## src/rtl/tsr_pkg.sv

```systemverilog
package tsr_pkg;
	// Register indices on the plain register port
	localparam logic [1:0]  SOFT_TRAP_ADDR   = 2'h0;
	localparam logic [1:0]  HARD_TRAP_ADDR   = 2'h1;
	localparam int          REG_W            = 16;
	// Field positions
	localparam int          MEM_ADDR_ERR_BIT = 8;
	localparam int          LOOP_OVF_BIT     = 4;
	localparam int          AUX_LOCK_BIT     = 0;
	localparam int          SW_HARD_BIT      = 0;
	localparam int          SOFT_FLAGS       = 3;
	// Reset value of every flag
	localparam logic        FLAG_RESET       = 1'b0;
	localparam logic [15:0] ZERO_WORD        = 16'h0000;
	// Unimplemented positions, which always read zero
	localparam logic [15:0] SOFT_RSVD_MASK   = 16'hfeee;
	localparam logic [15:0] HARD_RSVD_MASK   = 16'hfffe;
endpackage

```

## src/rtl/tsr_flag.sv

```systemverilog
`timescale 1ns/10ps
// One sticky trap flag: an event sets it, a software write loads it
module tsr_flag (
	// Clock and reset
	input  wire logic clk,
	input  wire logic arst_n,
	// Set and software access
	input  wire logic set_ev,
	input  wire logic wr_en,
	input  wire logic wr_bit,
	// State
	output logic      flag_q
);
	always_ff @(posedge clk or negedge arst_n) begin
		if (!arst_n) begin
			flag_q <= tsr_pkg::FLAG_RESET; // [RQ6]
		end else if (set_ev) begin
			// Set wins over a clearing write in the same cycle
			flag_q <= 1'b1; // [RQ7]
		end else if (wr_en) begin
			flag_q <= wr_bit; // [RQ6] [RQ7]
		end
	end

	flag_hold_a: assert property (@(posedge clk) // [RQ7]
		disable iff (!arst_n)
		$past(flag_q) && !$past(wr_en) |-> flag_q)
		else $error("flag dropped without a write");
	flag_set_a: assert property (@(posedge clk) // [RQ7]
		disable iff (!arst_n)
		set_ev |=> flag_q)
		else $error("flag not set by event");
endmodule

```

## src/rtl/tsr_top.sv

```systemverilog
`timescale 1ns/10ps
// Notes on behaviour
// RQ1 - Address error event sets soft bit 8
// RQ2 - Loop stack overflow sets soft bit 4
// RQ3 - Aux lock loss sets soft bit 0
// RQ4 - Software hard trap sets hard bit 0
// RQ5 - Unimplemented bits always read zero
// RQ6 - Flags writable, readable, zero after reset
// RQ7 - Flags stay set until software clears
module tsr_top (
	// Clock and reset
	input  wire logic        CORE_CLK,
	input  wire logic        ARST_N,
	// Trap events, one-cycle pulses
	input  wire logic        MEM_ADDR_ERR_EV,
	input  wire logic        LOOP_OVF_EV,
	input  wire logic        AUX_LOCK_LOSS_EV,
	input  wire logic        SW_HARD_TRAP_EV,
	// Register port
	input  wire logic [1:0]  REG_ADDR,
	input  wire logic [15:0] REG_WDATA,
	input  wire logic        REG_WR,
	input  wire logic        REG_RD,
	output logic      [15:0] REG_RDATA,
	// Flag levels
	output logic             MEMORY_ADDRESS_ERROR_FLAG,
	output logic             LOOP_STACK_OVERFLOW_FLAG,
	output logic             AUX_MULTIPLIER_LOCK_LOSS_FLAG,
	output logic             SOFTWARE_HARD_TRAP_FLAG
);
	logic [2:0]  soft_ev;
	logic [2:0]  soft_bit;
	logic [2:0]  soft_q;
	logic        hard_q;
	logic        wr_soft;
	logic        wr_hard;
	logic [15:0] rd_d;
	logic [15:0] soft_word;
	logic [15:0] hard_word;

	assign wr_soft = REG_WR && (REG_ADDR == tsr_pkg::SOFT_TRAP_ADDR);
	assign wr_hard = REG_WR && (REG_ADDR == tsr_pkg::HARD_TRAP_ADDR);
	assign soft_ev = {MEM_ADDR_ERR_EV, LOOP_OVF_EV, AUX_LOCK_LOSS_EV};
	assign soft_bit = {REG_WDATA[tsr_pkg::MEM_ADDR_ERR_BIT],
		REG_WDATA[tsr_pkg::LOOP_OVF_BIT],
		REG_WDATA[tsr_pkg::AUX_LOCK_BIT]};

	// One cell per soft trap; index 0 is lock loss, 2 is address error
	genvar g;
	generate
		for (g = 0; g < tsr_pkg::SOFT_FLAGS; g++) begin : g_soft
			tsr_flag u_flag (
				.clk    (CORE_CLK),
				.arst_n (ARST_N),
				.set_ev (soft_ev[g]), // [RQ1] [RQ2] [RQ3]
				.wr_en  (wr_soft),
				.wr_bit (soft_bit[g]),
				.flag_q (soft_q[g])
			);
		end
	endgenerate

	tsr_flag u_hard (
		.clk    (CORE_CLK),
		.arst_n (ARST_N),
		.set_ev (SW_HARD_TRAP_EV), // [RQ4]
		.wr_en  (wr_hard),
		.wr_bit (REG_WDATA[tsr_pkg::SW_HARD_BIT]),
		.flag_q (hard_q)
	);

	assign AUX_MULTIPLIER_LOCK_LOSS_FLAG = soft_q[0];
	assign LOOP_STACK_OVERFLOW_FLAG      = soft_q[1];
	assign MEMORY_ADDRESS_ERROR_FLAG     = soft_q[2];
	assign SOFTWARE_HARD_TRAP_FLAG       = hard_q;

	// Only implemented positions are placed; all others stay zero
	always_comb begin
		soft_word = tsr_pkg::ZERO_WORD; // [RQ5]
		soft_word[tsr_pkg::MEM_ADDR_ERR_BIT] = soft_q[2];
		soft_word[tsr_pkg::LOOP_OVF_BIT]     = soft_q[1];
		soft_word[tsr_pkg::AUX_LOCK_BIT]     = soft_q[0];
		hard_word = tsr_pkg::ZERO_WORD; // [RQ5]
		hard_word[tsr_pkg::SW_HARD_BIT] = hard_q;
	end

	// Read word shows the flags before this cycle's events and writes
	always_comb begin
		if (!REG_RD) begin
			rd_d = tsr_pkg::ZERO_WORD;
		end else if (REG_ADDR == tsr_pkg::SOFT_TRAP_ADDR) begin
			rd_d = soft_word; // [RQ6]
		end else if (REG_ADDR == tsr_pkg::HARD_TRAP_ADDR) begin
			rd_d = hard_word; // [RQ6]
		end else begin
			// Unmapped addresses read zero
			rd_d = tsr_pkg::ZERO_WORD;
		end
	end

	// Answer stands one cycle after the strobe; idle cycles give zero
	always_ff @(posedge CORE_CLK or negedge ARST_N) begin
		if (!ARST_N) begin
			REG_RDATA <= tsr_pkg::ZERO_WORD;
		end else begin
			REG_RDATA <= rd_d;
		end
	end

	// Events: each flag is high on the edge after its event
	mem_err_set_a: assert property (@(posedge CORE_CLK) // [RQ1]
		disable iff (!ARST_N)
		MEM_ADDR_ERR_EV |=> MEMORY_ADDRESS_ERROR_FLAG)
		else $error("address error flag not set");
	loop_ovf_set_a: assert property (@(posedge CORE_CLK) // [RQ2]
		disable iff (!ARST_N)
		LOOP_OVF_EV |=> LOOP_STACK_OVERFLOW_FLAG)
		else $error("loop overflow flag not set");
	aux_lock_set_a: assert property (@(posedge CORE_CLK) // [RQ3]
		disable iff (!ARST_N)
		AUX_LOCK_LOSS_EV |=> AUX_MULTIPLIER_LOCK_LOSS_FLAG)
		else $error("lock loss flag not set");
	hard_trap_set_a: assert property (@(posedge CORE_CLK) // [RQ4]
		disable iff (!ARST_N)
		SW_HARD_TRAP_EV |=> SOFTWARE_HARD_TRAP_FLAG)
		else $error("hard trap flag not set");

	// Flags move only on an event or a write to their register
	soft_stable_a: assert property (@(posedge CORE_CLK) // [RQ7]
		disable iff (!ARST_N)
		!wr_soft && !(|soft_ev) |=> $stable(soft_q))
		else $error("soft flag changed without cause");
	hard_stable_a: assert property (@(posedge CORE_CLK) // [RQ7]
		disable iff (!ARST_N)
		!wr_hard && !SW_HARD_TRAP_EV |=> $stable(hard_q))
		else $error("hard flag changed without cause");

	// Writes land on the next edge; an event in that cycle still wins
	soft_write_a: assert property (@(posedge CORE_CLK) // [RQ6]
		disable iff (!ARST_N)
		wr_soft |=> soft_q == ($past(soft_bit) | $past(soft_ev)))
		else $error("soft register write not applied");
	hard_write_a: assert property (@(posedge CORE_CLK) // [RQ6]
		disable iff (!ARST_N)
		wr_hard |=> hard_q == ($past(REG_WDATA[tsr_pkg::SW_HARD_BIT])
		|| $past(SW_HARD_TRAP_EV)))
		else $error("hard register write not applied");
	hard_wset_a: assert property (@(posedge CORE_CLK) // [RQ7]
		disable iff (!ARST_N)
		wr_hard && REG_WDATA[tsr_pkg::SW_HARD_BIT]
		|=> SOFTWARE_HARD_TRAP_FLAG)
		else $error("hard trap flag not set by write");
	clear_write_a: assert property (@(posedge CORE_CLK) // [RQ7]
		disable iff (!ARST_N)
		REG_WR && REG_ADDR == tsr_pkg::HARD_TRAP_ADDR
		&& !REG_WDATA[tsr_pkg::SW_HARD_BIT]
		&& !SW_HARD_TRAP_EV |=> !SOFTWARE_HARD_TRAP_FLAG)
		else $error("hard trap flag not cleared");

	// Per soft flag: a written one sets it, a written zero clears it
	for (genvar k = 0; k < tsr_pkg::SOFT_FLAGS; k++) begin : g_soft_chk
		soft_wset_a: assert property (@(posedge CORE_CLK) // [RQ7]
			disable iff (!ARST_N)
			wr_soft && soft_bit[k] |=> soft_q[k])
			else $error("soft flag not set by write");
		soft_clear_a: assert property (@(posedge CORE_CLK) // [RQ7]
			disable iff (!ARST_N)
			wr_soft && !soft_bit[k] && !soft_ev[k] |=> !soft_q[k])
			else $error("soft flag not cleared by write");
	end

	// Read word follows the strobe by one cycle, then returns to zero
	soft_zero_a: assert property (@(posedge CORE_CLK) // [RQ5]
		disable iff (!ARST_N)
		$past(REG_RD) && $past(REG_ADDR) == tsr_pkg::SOFT_TRAP_ADDR
		|-> (REG_RDATA & tsr_pkg::SOFT_RSVD_MASK)
		== tsr_pkg::ZERO_WORD)
		else $error("soft register reserved bits nonzero");
	hard_zero_a: assert property (@(posedge CORE_CLK) // [RQ5]
		disable iff (!ARST_N)
		$past(REG_ADDR) == tsr_pkg::HARD_TRAP_ADDR
		|-> (REG_RDATA & tsr_pkg::HARD_RSVD_MASK)
		== tsr_pkg::ZERO_WORD)
		else $error("hard register reserved bits nonzero");
	soft_read_a: assert property (@(posedge CORE_CLK) // [RQ6]
		disable iff (!ARST_N)
		REG_RD && REG_ADDR == tsr_pkg::SOFT_TRAP_ADDR && !REG_WR
		|=> REG_RDATA[tsr_pkg::MEM_ADDR_ERR_BIT]
		== $past(MEMORY_ADDRESS_ERROR_FLAG)
		&& REG_RDATA[tsr_pkg::LOOP_OVF_BIT]
		== $past(LOOP_STACK_OVERFLOW_FLAG)
		&& REG_RDATA[tsr_pkg::AUX_LOCK_BIT]
		== $past(AUX_MULTIPLIER_LOCK_LOSS_FLAG))
		else $error("soft register read mismatch");
	hard_read_a: assert property (@(posedge CORE_CLK) // [RQ6]
		disable iff (!ARST_N)
		REG_RD && REG_ADDR == tsr_pkg::HARD_TRAP_ADDR && !REG_WR
		|=> REG_RDATA[tsr_pkg::SW_HARD_BIT]
		== $past(SOFTWARE_HARD_TRAP_FLAG))
		else $error("hard register read mismatch");
	unmapped_zero_a: assert property (@(posedge CORE_CLK) // [RQ5]
		disable iff (!ARST_N)
		REG_RD && REG_ADDR != tsr_pkg::SOFT_TRAP_ADDR
		&& REG_ADDR != tsr_pkg::HARD_TRAP_ADDR
		|=> REG_RDATA == tsr_pkg::ZERO_WORD)
		else $error("unmapped address read nonzero");
	rdata_idle_a: assert property (@(posedge CORE_CLK) // [RQ6]
		disable iff (!ARST_N)
		!REG_RD |=> REG_RDATA == tsr_pkg::ZERO_WORD)
		else $error("read data held past its cycle");

	// Main scenarios
	soft_set_c: cover property (@(posedge CORE_CLK) disable iff (!ARST_N)
		MEM_ADDR_ERR_EV ##1 REG_RD);
	clear_c: cover property (@(posedge CORE_CLK) disable iff (!ARST_N)
		SOFTWARE_HARD_TRAP_FLAG ##1 !SOFTWARE_HARD_TRAP_FLAG);
	race_c: cover property (@(posedge CORE_CLK) disable iff (!ARST_N)
		LOOP_OVF_EV && wr_soft && !REG_WDATA[tsr_pkg::LOOP_OVF_BIT]);
	unmapped_c: cover property (@(posedge CORE_CLK) disable iff (!ARST_N)
		REG_RD && REG_ADDR != tsr_pkg::SOFT_TRAP_ADDR
		&& REG_ADDR != tsr_pkg::HARD_TRAP_ADDR);
	hard_race_c: cover property (@(posedge CORE_CLK) disable iff (!ARST_N)
		SW_HARD_TRAP_EV && wr_hard
		&& !REG_WDATA[tsr_pkg::SW_HARD_BIT]);
endmodule

```

## config.mk

```make
export PLATFORM = sky130hd
export DESIGN_NAME = tsr_top
export DESIGN_NICKNAME = d
export VERILOG_FILES = /design/src/rtl/tsr_pkg.sv /design/src/rtl/tsr_flag.sv /design/src/rtl/tsr_top.sv
export SDC_FILE = /design/constraint.sdc
export NUM_CORES = 1
export LEC_CHECK = 0
export ABC_AREA = 1
export BUFFER_PORTS_ARGS = -buffer_cell sky130_fd_sc_hd__buf_2
export CORE_AREA = 2 2 39 41
export CTS_CLUSTER_SIZE = 8
export DETAILED_ROUTE_END_ITERATION = 8
export DIE_AREA = 0 0 41 43
export GPL_TIMING_DRIVEN = 0
export PLACE_DENSITY = 0.77
export RECOVER_POWER = 50
export SLEW_MARGIN = 20
export SYNTH_ARGS = -nofsm -noshare
export SYNTH_HDL_FRONTEND = slang
export SYNTH_SLANG_ARGS = --single-unit
```

## constraint.sdc

```tcl
create_clock -name CORE_CLK -period 0.87 [get_ports CORE_CLK]
set_input_delay 0.1305 -clock CORE_CLK [delete_from_list [all_inputs] [get_ports CORE_CLK]]
set_output_delay 0.1305 -clock CORE_CLK [all_outputs]
set_load 0.02 [all_outputs]
```

After elaboration in Yosys (flattened, before gate mapping). Cells that the tools add are included.

Register bits after elaboration: 20.

Equal/unequal tests: 1. Mux-type cells: 11. Reductions and logical operators: 7.

Operators with widths (count): 2-to-1 mux 16 bit (1); 2-to-1 mux 1 bit (9); 2-to-1 mux 9 bit (1); nonzero test 2 bit (4); == test 2 x 1 -> 1 bit, second input constant (1); logical AND 1 bit (2); logical NOT 2 bit (1).

Depth between registers and ports, before layout. Gate-level depths: netlist of run 1.

Word-level depth: 4. Gate-level depth with buffers: 4.

Cells and area by module. From an unflattened synthesis of run 1, not the netlist that was laid out.

Cells, all modules: 57. Area total of the unflattened synthesis: 452.9 µm².

Modules (own cells, without submodules): tsr_top (times used 1, cells each 33, area each 242.7 µm², seq. area each 75.1 µm²); tsr_flag (times used 4, cells each 6, area each 52.6 µm², seq. area each 25.0 µm²).

Worst setup path before layout of run 1. No wires, ideal clock.

Kind: reg2reg. Start: reg u_hard.flag_q. End: reg REG_RDATA[0]. Setup time: 0.118 ns. Arrival time: 0.606 ns. Data required time: 0.752 ns. Path slack: 0.146 ns. Stages on the path, launching flop included: 3. Path buffers: 0. Period minus slack after synthesis: 0.724 ns. Cell sequence: dfrtp_1 nand4_1 nand2_1.

Longest elaborated chain between the ends: 3.

Ends and longest elaborated chain: from (decl) (RTL line tsr_flag.sv:12) `output logic flag_q`; from (signal assigned) (RTL line tsr_flag.sv:16) `flag_q <= tsr_pkg::FLAG_RESET;`; from (signal assigned) (RTL line tsr_flag.sv:21) `flag_q <= wr_bit;`; 2-to-1 mux 1 bit (RTL line tsr_top.sv:93) `end else if (REG_ADDR == tsr_pkg::HARD_TRAP_ADDR) begin`; 2-to-1 mux 9 bit (RTL line tsr_top.sv:91) `end else if (REG_ADDR == tsr_pkg::SOFT_TRAP_ADDR) begin`; 2-to-1 mux 16 bit (RTL line tsr_top.sv:89) `if (!REG_RD) begin`; net rd_d[0] (RTL line tsr_top.sv:37) `logic [15:0] rd_d;`; to (signal assigned) (RTL line tsr_top.sv:104) `REG_RDATA <= tsr_pkg::ZERO_WORD;`; to (signal assigned) (RTL line tsr_top.sv:106) `REG_RDATA <= rd_d;`; to (decl) (RTL line tsr_top.sv:24) `output logic [15:0] REG_RDATA,`.

The timed path passes the listed nets, and every way through them passes these cells. A chain may end at the register's enable or synchronous reset.

Final worst setup path of run 1.
Start: reg g_soft[0].u_flag.flag_q. End: out AUX_MULTIPLIER_LOCK_LOSS_FLAG.

RTL lines: from (decl) (RTL line tsr_flag.sv:12); from (signal assigned) (RTL line tsr_flag.sv:16); from (signal assigned) (RTL line tsr_flag.sv:21); to (decl) (RTL line tsr_top.sv:28) `output logic AUX_MULTIPLIER_LOCK_LOSS_FLAG,`.

No word-level cell between the ends.

==> run summary, run 1 <==
OUTCOME
------------------------------------------------------------------------------------
Result of the run ..................................................... finished with violations
Violated checks ....................................................... negative setup slack

STA
------------------------------------------------------------------------------------
Post-route clock period utilization ...................................         1.04
Number of max-slew violations in the final report .....................            0
Unrepaired setup endpoints after global routing .......................         true
Achievable Freq .......................................................     1100 MHz
Final-layout setup total negative slack ...............................      -148 ps
Final setup vio count .................................................            7
Endpoints failing hold ................................................            0
Final Skew ............................................................      2.08 ps
Setup slack after layout ..............................................     -38.1 ps
Final period demand of the worst path .................................       908 ps
Worst-case hold slack .................................................      82.0 ps

LAYOUT
------------------------------------------------------------------------------------
Number of nets in the final layout ....................................          116
Multi-input gate area in the final layout .............................    154 sq um
Post-route standard cell area excluding fillers .......................    677 sq um
Proportion of layout cells with a drive suffix above 1 ................        0.449
Number of fill cells in the layout ....................................          135
Ant diodes ............................................................            0
Area grow syn2layout ..................................................        66.0%
Sequential cell area ..................................................    175 sq um

ROUTING
------------------------------------------------------------------------------------
Total DRC errors in the routed layout .................................            0
Via/cell ratio ........................................................         3.80
Vias after detailed routing ...........................................          399
Iteration-0 DRC count of the detailed router ..........................            3
Routed wire per std cell .............................................. 8.48 microns
ANT nets after route ..................................................            0
Router iterations before antenna repair ...............................            3
Total routed wirelength ...............................................  890 microns

DIE
------------------------------------------------------------------------------------
Site row count ........................................................           14
Die H .................................................................   43 microns
IO Count ..............................................................           46
Initial standard-cell utilization of the core .........................        0.295
Floorplan die area ....................................................   1760 sq um
Die extent in x .......................................................   41 microns
Std-Cell Core Area ....................................................   1380 sq um

CLOCK TREE
------------------------------------------------------------------------------------
Register clock-pin slew on the reported worst setup and hold paths ....        50 ps
Number of clock buffers inserted by TritonCTS .........................            3
CTS tree ..............................................................         done
Root buffer selected by CTS ...........................................     clkbuf_4
Depth of the CTS H-tree ...............................................            1
Total clock sinks .....................................................            7
Maximum buffer depth of the clock tree ................................            2
Clock latency of the later-clocked register in the worst-skew pair ....       250 ps

GRT
------------------------------------------------------------------------------------
Vias in the first global route ........................................          385
Global route total overflow ...........................................            0
Total routing usage reported by global routing ........................        0.118
Number of antenna violations at the first check in global routing .....            0
Wire length of the first global-routing pass .......................... 1420 microns
Maximum number of pins on one net before global-route repair ..........            8

YOSYS
------------------------------------------------------------------------------------
Yosys warning count ...................................................            0
Post-synthesis sequential area ratio ..................................        0.429
Post-Syn Instances ....................................................           49
Average footprint of a synthesized cell ...............................   8.32 sq um
Flops & latches, synth ................................................            7
Count of unique library cells instantiated by Yosys ...................           10
Share of Yosys cell area claimed by the top area cell type ............        0.429
Cell type with the highest aggregate area in the netlist ..............      dfrtp_1
Cell area after technology mapping ....................................    408 sq um
Most area-consuming cells after synthesis ............................. dfrtp_1 (43%), buf_4 (24%), nand3_1 (11%)

HOLD PATH
------------------------------------------------------------------------------------
Worst Hold Class ......................................................       in2reg

PLACEMENT
------------------------------------------------------------------------------------
Buffers added on ports ................................................           19
Placed instance area ..................................................    568 sq um
Post-Place Setup Slack ................................................      96.7 ps
Weighted congestion at the end of routability-driven global placement .        0.602

WORST SETUP PATH
------------------------------------------------------------------------------------
Arr. time, crit path ..................................................       780 ps
Worst Setup End Kind ..................................................   output pin
Critical Path Max Stage Delay .........................................       390 ps
Delay-heaviest family, CP .............................................   flip-flops
Critical path launch point type .......................................     register
Slowest CP cell .......................................................      dfrtp_1
Highest fanout seen on the critical path ..............................            2
Worst Setup Path Type .................................................      reg2out
Data required time at the worst endpoint ..............................       740 ps
Buf+Inv Stages, Crit Path .............................................            1
Worst path cell trace .................................................        buf_6

PWR
------------------------------------------------------------------------------------
Power per standard cell area .......................................... 1320 nW/um^2
Power Total ...........................................................     0.896 mW
Static Leak ...........................................................     0.412 nW
IR drop worst, VDD ....................................................   0.000486 V

JOB
------------------------------------------------------------------------------------
Number of max-cap violations ..........................................            0

## final cells by class
type | count | share of cell area
Timing Repair Buffer | 24 | 0.262
Multi-Input combinational cell | 34 | 0.227
Sequential cell | 7 | 0.259
Clock buffer | 4 | 0.0388
Buffer | 13 | 0.144
Tap cell | 16 | 0.0296
Inverter | 7 | 0.0388
## per-layer routing
layer  wire (microns)  GRT usage  part of all wire  vias up
li1                 -          -                 -      205
met1              286     0.0942              0.32      173
met2              515      0.228              0.58       19
met3               76     0.0314             0.085        2
met4               11     0.0600             0.012        0
met5                0          0                 0        -
## cells in the final DEF, fill, tap and decap left out
cell type      instances
buf_2                 11
buf_4                 17
buf_6                  7
clkbuf_1               2
clkbuf_4               3
conb_1                13
dfrtp_1                7
dlygate4sd3_1          1
inv_1                  7
nand2_1                6
nand2_2                1
nand3_1                9
nand4_1                2
nor2_1                 2
nor2_4                 1
## sequential cells by signal (all words and copies together) (netlist names)
| signal | cells |
|---|---|
| REG_RDATA | 3 |
| g_soft.u_flag.flag_q | 3 |
| u_hard.flag_q | 1 |
## synth_stat cells
cell,number
nand3_1,9
buf_4,13
nor2_1,2
dfrtp_1,7
nand4_1,2
conb_1,1
nand2_2,1
nor2_4,1
nand2_1,6
inv_1,7
## worst reg2reg max path, stage by stage (launching register included)
cell and delay [ps]:
dfrtp_1 390, buf_4 140, nand4_1 90, nand2_1 60
## power breakdown
part | switching, mW | internal [mW] | leakage, nW
registers | 0.0103 | 0.342 | 0.0776
clock network | 0.117 | 0.175 | 0.0150
logic | 0.135 | 0.117 | 0.319
## stage by stage
stage / utilization / std cells
2_1_floorplan: - / 61
3_3_place_gp: 0.410 / 96
3_5_place_dp: 0.410 / 96
4_1_cts: 0.485 / 104
5_1_grt: 0.489 / 105
6_report: 0.489 / 105
## path summary, 6_finish.rpt
check	startpoint	endpoint	slack, ps	cells past startpoint
max in group asynchronous	ARST_N	REG_RDATA[8]$_DFF_PN0_	300	2
hold / removal	SW_HARD_TRAP_EV	u_hard.flag_q$_DFFE_PN0P_	80	3
hold reg to reg	u_hard.flag_q$_DFFE_PN0P_	u_hard.flag_q$_DFFE_PN0P_	610	3
setup / recovery	g_soft[0].u_flag.flag_q$_DFFE_PN0P_	AUX_MULTIPLIER_LOCK_LOSS_FLAG	-40	1
setup reg to reg	u_hard.flag_q$_DFFE_PN0P_	REG_RDATA[0]$_DFF_PN0_	80	3
min in group asynchronous	ARST_N	REG_RDATA[4]$_DFF_PN0_	310	2
## kinds of logic after synthesis
family,Yosys count,synth area share
simple gates,21,0.258
other cells,1,0.00919
buf+inv,20,0.304
flops,7,0.429
## timing repair
item | in CTS | in global routing
endpoints found under the hold margin | 7 | 0
hold buffers | 1 | 0
gates cloned | 0 | 0
setup endpoints to repair | 7 | 7
resized for setup | 14 | 0
buffers inserted | 3 | 1
Note: power is estimated with default switching activity, not from simulation.
==> run 2, diff against run 1 <==
--- a/config.mk
+++ b/config.mk
@@ -12,7 +12,7 @@
 export DETAILED_ROUTE_END_ITERATION = 8
 export DIE_AREA = 0 0 41 43
 export GPL_TIMING_DRIVEN = 0
-export PLACE_DENSITY = 0.77
+export PLACE_DENSITY = 0.74
 export RECOVER_POWER = 50
 export SLEW_MARGIN = 20
 export SYNTH_ARGS = -nofsm -noshare
==> run 2 against run 1 <==
Effect of this change:
- the flow still finishes with violations (negative setup slack)
- non-clock buffer count shrank 1
- fmax is 1.4% lower
- hold slack improved by 3.0 ps
- count of clock-buffer cells in the layout unchanged
- die area did not move
==> run summary, run 2 (same netlist as run 1, synthesis figures left out) <==
OUTCOME
------------------------------------------------------------------------------------
Result of the run ..................................................... finished with violations
Violated checks ....................................................... negative setup slack

PWR
------------------------------------------------------------------------------------
Switching power as a share of total power .............................        0.287
Switch Pwr ............................................................     0.254 mW
Power per standard cell area .......................................... 1320 nW/um^2
Int Pwr ...............................................................     0.631 mW
Proportion of power drawn by flip-flops and latches ...................        0.399
IR drop worst, VDD ....................................................   0.000354 V
Combinational cell fraction of total power ............................        0.279
Clock power share .....................................................        0.322
Static Leak ...........................................................     0.408 nW

WORST SETUP PATH
------------------------------------------------------------------------------------
Worst Setup End Kind ..................................................   output pin
Buf+Inv Stages, Crit Path .............................................            1
Slowest CP cell .......................................................      dfrtp_1
Arr. time, crit path ..................................................       790 ps
Critical Path Max Stage Delay .........................................       400 ps
Data required time at the worst endpoint ..............................       740 ps
Delay-heaviest family, CP .............................................   flip-flops
Worst path cell trace .................................................        buf_6
Worst Setup Path Type .................................................      reg2out
Critical path launch point type .......................................     register
Highest fanout seen on the critical path ..............................            3

LAYOUT
------------------------------------------------------------------------------------
Number of fill cells in the layout ....................................          140
Ant diodes ............................................................            0
Commonest non-fill, non-tap cell in the layout ........................        buf_4
Registers with the most flip-flops .................................... REG_RDATA: 3 flops, g_soft.u_flag.flag_q: 3 flops, u_hard.flag_q: 1 flops
Number of nets in the final layout ....................................          115
Area grow syn2layout ..................................................        64.1%
Final standard cell utilization of the core ...........................        0.484
Top library cells by usage in the layout, fill and taps aside ......... buf_4 (16), conb_1 (13), buf_2 (11)
Proportion of layout cells with a drive suffix above 1 ................        0.443

ROUTING
------------------------------------------------------------------------------------
Vias after detailed routing ...........................................          402
Total DRC errors in the routed layout .................................            0
ANT nets after route ..................................................            0
Routed wire per std cell .............................................. 7.96 microns
Iteration-0 DRC count of the detailed router ..........................            2
Via/cell ratio ........................................................         3.87
Total routed wirelength ...............................................  828 microns
Router iterations before antenna repair ...............................            2

STA
------------------------------------------------------------------------------------
Number of max-slew violations in the final report .....................            0
Final setup vio count .................................................            5
Post-route clock period utilization ...................................         1.06
Final period demand of the worst path .................................       921 ps
Final-layout setup total negative slack ...............................      -123 ps
Unrepaired setup endpoints after global routing .......................         true
Endpoints failing hold ................................................            0
Achievable Freq .......................................................     1090 MHz
Setup slack after layout ..............................................     -51.2 ps
Final Skew ............................................................      3.53 ps

GRT
------------------------------------------------------------------------------------
Met1 global-route usage ...............................................       0.0968
Total routing usage reported by global routing ........................        0.109
Global route total overflow ...........................................            0
GR Layer Usage met3 ...................................................       0.0157
Wire length of the first global-routing pass .......................... 1360 microns
Vias in the first global route ........................................          367
Number of antenna violations at the first check in global routing .....            0
Met2 usage in global routing ..........................................        0.216
Maximum number of pins on one net before global-route repair ..........            8
Most Used Layer, Global Route .........................................         met2

HOLD PATH
------------------------------------------------------------------------------------
Worst Hold Class ......................................................       in2reg

DIE
------------------------------------------------------------------------------------
Std-Cell Core Area ....................................................   1380 sq um
Initial standard-cell utilization of the core .........................        0.295
Site row count ........................................................           14
Die H .................................................................   43 microns
IO Count ..............................................................           46
Floorplan die area ....................................................   1760 sq um
Die extent in x .......................................................   41 microns

PLACEMENT
------------------------------------------------------------------------------------
Post-Place Setup Slack ................................................      92.9 ps
Buffers added on ports ................................................           19
Weighted congestion at the end of routability-driven global placement .        0.554

CLOCK TREE
------------------------------------------------------------------------------------
CTS tree ..............................................................         done
Depth of the CTS H-tree ...............................................            1
Number of clock buffers inserted by TritonCTS .........................            3
Maximum buffer depth of the clock tree ................................            2
Register clock-pin slew on the reported worst setup and hold paths ....        50 ps
Root buffer selected by CTS ...........................................     clkbuf_4
Clock latency of the later-clocked register in the worst-skew pair ....       240 ps
Total clock sinks .....................................................            7

JOB
------------------------------------------------------------------------------------
Number of max-cap violations ..........................................            0

==> run 2: cell type report <==
type / instances / area, sq um / share of cell area
multi-input cells: 34 / 154 / 0.230
well taps: 16 / 20.0 / 0.0299
flip-flops and latches: 7 / 175 / 0.262
clock buffers: 4 / 26.3 / 0.0393
inverters: 7 / 26.3 / 0.0393
repair buffers: 23 / 170 / 0.254
plain buffers: 13 / 97.6 / 0.146
==> run 2: metal layers <==
metal  vias up  routed length [microns]
met2        19                      488
met5         -                        0
met4         0                        0
li1        204                        -
met3         0                       75
met1       179                      264
==> run 2: worst reg2reg max path, stage by stage, from the launching register on <==
cell and delay, ps:
dfrtp_1 390, buf_4 140, nand2_1 60, nand3_1 60
==> run 2: metrics by stage <==
step	hold WS [ps]	area (sq um)	instances	power (mW)
after floorplan	-165	453	61	0.502
final	85.0	669	104	0.884
after global routing	101	669	104	0.938
after global placement	-32.3	568	96	0.564
after CTS	84.7	671	104	0.890
after detailed placement	-30.5	568	96	0.568
==> run 2: path summary, 6_finish.rpt <==
check | start | to | slack [ps] | cells after the start
setup / recovery | u_hard.flag_q$_DFFE_PN0P_ | SOFTWARE_HARD_TRAP_FLAG | -50 | 1
hold / removal | SW_HARD_TRAP_EV | u_hard.flag_q$_DFFE_PN0P_ | 80 | 3
setup reg to reg | g_soft[2].u_flag.flag_q$_DFFE_PN0P_ | g_soft[2].u_flag.flag_q$_DFFE_PN0P_ | 100 | 3
hold reg to reg | u_hard.flag_q$_DFFE_PN0P_ | u_hard.flag_q$_DFFE_PN0P_ | 540 | 2
max in group asynchronous | ARST_N | g_soft[1].u_flag.flag_q$_DFFE_PN0P_ | 310 | 2
min in group asynchronous | ARST_N | REG_RDATA[4]$_DFF_PN0_ | 300 | 2
==> run 2: power by group through the flow <==
stage / combinational [mW] / sequential [mW] / clock (mW)
3_5_place_dp: 0.212 / 0.356 / 0
6_report: 0.247 / 0.353 / 0.285
4_1_cts: 0.246 / 0.353 / 0.291
2_1_floorplan: 0.125 / 0.377 / 0
5_1_grt: 0.270 / 0.355 / 0.313
3_3_place_gp: 0.209 / 0.356 / 0
==> run 2: timing repair <==
action / CTS / global route
endpoints found under the setup margin: 7 / 7
endpoints found under the hold margin: 7 / 0
hold buffers: 1 / 0
gates resized for setup: 14 / 0
setup buffers: 3 / 0
==> run 3, diff against run 2 <==
--- a/config.mk
+++ b/config.mk
@@ -8,6 +8,7 @@
 export ABC_AREA = 1
 export BUFFER_PORTS_ARGS = -buffer_cell sky130_fd_sc_hd__buf_2
 export CORE_AREA = 2 2 39 41
+export CTS_BUF_LIST = sky130_fd_sc_hd__clkbuf_2 sky130_fd_sc_hd__clkbuf_4 sky130_fd_sc_hd__clkbuf_8
 export CTS_CLUSTER_SIZE = 8
 export DETAILED_ROUTE_END_ITERATION = 8
 export DIE_AREA = 0 0 41 43
==> run 3 against run 2 <==
Effect of this change:
- the run still ends with negative setup slack left
- register-to-register slack about the same
- power is 3.7% higher
- utilization is 0.27 points higher
- wire length decreased by 1.2%
- count of clock-buffer cells in the layout unchanged
- sequential share of layout area decreased by 0.15 points
- sequential power is essentially flat
- largest power group unchanged
- via count fell by 1.2%
- hold slack got worse by 1.4 ps
- critical path type unchanged
==> run summary, run 3 (same netlist as run 1, synthesis figures left out) <==
OUTCOME
------------------------------------------------------------------------------------
Result of the run ..................................................... finished with violations
Violated checks ....................................................... negative setup slack

ROUTING
------------------------------------------------------------------------------------
Total DRC errors in the routed layout .................................            0
Router iterations before antenna repair ...............................            1
Total routed wirelength ...............................................  818 microns
Via/cell ratio ........................................................         3.82
Iteration-0 DRC count of the detailed router ..........................            0
ANT nets after route ..................................................            0
Routed wire per std cell .............................................. 7.87 microns
Vias after detailed routing ...........................................          397

PWR
------------------------------------------------------------------------------------
Power per standard cell area .......................................... 1360 nW/um^2
IR drop worst, VDD ....................................................   0.000370 V
Static Leak ...........................................................     0.411 nW

STA
------------------------------------------------------------------------------------
Final period demand of the worst path .................................       918 ps
Setup slack after layout ..............................................     -47.5 ps
Achievable Freq .......................................................     1090 MHz
Number of max-slew violations in the final report .....................            0
Post-route clock period utilization ...................................         1.05
Final setup vio count .................................................            6
Final Skew ............................................................      1.65 ps
Endpoints failing hold ................................................            0
Unrepaired setup endpoints after global routing .......................         true
Final-layout setup total negative slack ...............................      -126 ps

LAYOUT
------------------------------------------------------------------------------------
Registers with the most flip-flops .................................... REG_RDATA: 3 flops, g_soft.u_flag.flag_q: 3 flops, u_hard.flag_q: 1 flops
Proportion of layout cells with a drive suffix above 1 ................        0.455
Final standard cell utilization of the core ...........................        0.486
Top library cells by usage in the layout, fill and taps aside ......... buf_4 (16), conb_1 (13), buf_2 (11)
Area grow syn2layout ..................................................        65.0%
Number of fill cells in the layout ....................................          141
Commonest non-fill, non-tap cell in the layout ........................        buf_4
Ant diodes ............................................................            0
Number of nets in the final layout ....................................          115

PLACEMENT
------------------------------------------------------------------------------------
Weighted congestion at the end of routability-driven global placement .        0.554
Buffers added on ports ................................................           19

WORST SETUP PATH
------------------------------------------------------------------------------------
Worst Setup End Kind ..................................................   output pin
Arr. time, crit path ..................................................       790 ps
Highest fanout seen on the critical path ..............................            3
Critical path launch point type .......................................     register
Worst path cell trace .................................................        buf_6
Delay-heaviest family, CP .............................................   flip-flops
Critical Path Max Stage Delay .........................................       400 ps
Slowest CP cell .......................................................      dfrtp_1
Buf+Inv Stages, Crit Path .............................................            1
Data required time at the worst endpoint ..............................       740 ps
Worst Setup Path Type .................................................      reg2out

GRT
------------------------------------------------------------------------------------
Number of antenna violations at the first check in global routing .....            0
Wire length of the first global-routing pass .......................... 1320 microns
Maximum number of pins on one net before global-route repair ..........            8
Vias in the first global route ........................................          362
Total routing usage reported by global routing ........................        0.107
Global route total overflow ...........................................            0

CLOCK TREE
------------------------------------------------------------------------------------
Depth of the CTS H-tree ...............................................            1
Root buffer selected by CTS ...........................................     clkbuf_4
Register clock-pin slew on the reported worst setup and hold paths ....        50 ps
CTS tree ..............................................................         done
Maximum buffer depth of the clock tree ................................            2
Clock latency of the later-clocked register in the worst-skew pair ....       250 ps
Number of clock buffers inserted by TritonCTS .........................            3
Total clock sinks .....................................................            7

DIE
------------------------------------------------------------------------------------
IO Count ..............................................................           46
Std-Cell Core Area ....................................................   1380 sq um
Die H .................................................................   43 microns
Site row count ........................................................           14
Floorplan die area ....................................................   1760 sq um
Die extent in x .......................................................   41 microns
Initial standard-cell utilization of the core .........................        0.295

JOB
------------------------------------------------------------------------------------
Number of max-cap violations ..........................................            0

HOLD PATH
------------------------------------------------------------------------------------
Worst Hold Class ......................................................       in2reg

-- run 3: cell types whose count changed in the layout (fill, tap and decap cells not counted) --
cell / before / now
clkbuf_1: 2 / 1
clkbuf_4: 3 / 4
-- run 3: metrics by stage --
stage | power (mW) | setup slack (ps) | instance area [sq um] | std cells | hold WS, ps
final | 0.917 | -47.5 | 673 | 104 | 83.6
after global routing | 0.968 | -64.2 | 673 | 104 | 101
after CTS | 0.922 | -53.2 | 674 | 104 | 84.7
after detailed placement | 0.568 | 92.9 | 568 | 96 | -30.5
after global placement | 0.564 | 108 | 568 | 96 | -32.3
after floorplan | 0.502 | 146 | 453 | 61 | -165
-- run 3: repair_timing --
action                                  CTS  global route
gates resized for setup                  14             0
pin swaps                                 0             0
hold buffers                              1             0
endpoints found under the hold margin     7             0
endpoints found under the setup margin    7             7
setup buffers                             3             0
-- run 3: power breakdown --
group | internal [mW] | total (mW) | leakage [nW] | switching [mW]
clock network | 0.206 | 0.318 | 0.0184 | 0.112
registers | 0.343 | 0.353 | 0.0776 | 0.0100
logic | 0.114 | 0.246 | 0.315 | 0.132
-- run 3: worst reg2reg max path: stages, from the launching register on --
cell,delay [ps]
dfrtp_1,390
buf_4,140
nand2_1,60
nand3_1,60
-- run 3: cell type report --
cell class              count  area, sq um  area share
flip-flops and latches      7          175       0.260
repair buffers             23          170       0.253
plain buffers              13         97.6       0.145
inverters                   7         26.3      0.0390
multi-input cells          34          154       0.229
well taps                  16         20.0      0.0297
clock buffers               4         30.0      0.0446
-- run 3: path summary, 6_finish.rpt --
kind | to | slack, ps | start | cells after the start
min reg2reg | u_hard.flag_q$_DFFE_PN0P_ | 540 | u_hard.flag_q$_DFFE_PN0P_ | 2
min in group asynchronous | REG_RDATA[4]$_DFF_PN0_ | 300 | ARST_N | 2
max reg2reg | g_soft[2].u_flag.flag_q$_DFFE_PN0P_ | 100 | g_soft[2].u_flag.flag_q$_DFFE_PN0P_ | 3
max | SOFTWARE_HARD_TRAP_FLAG | -50 | u_hard.flag_q$_DFFE_PN0P_ | 1
max in group asynchronous | g_soft[1].u_flag.flag_q$_DFFE_PN0P_ | 310 | ARST_N | 2
min | u_hard.flag_q$_DFFE_PN0P_ | 80 | SW_HARD_TRAP_EV | 3
-- run 3: routing by layer --
metal  GRT usage  wire length [microns]  part of all wire  vias up
li1            -                      -                 -      203
met1      0.0903                    253              0.31      175
met2       0.216                    486              0.59       19
met3      0.0157                     78             0.095        0
met4      0.0400                      0                 0        0
met5           0                      0                 0        -
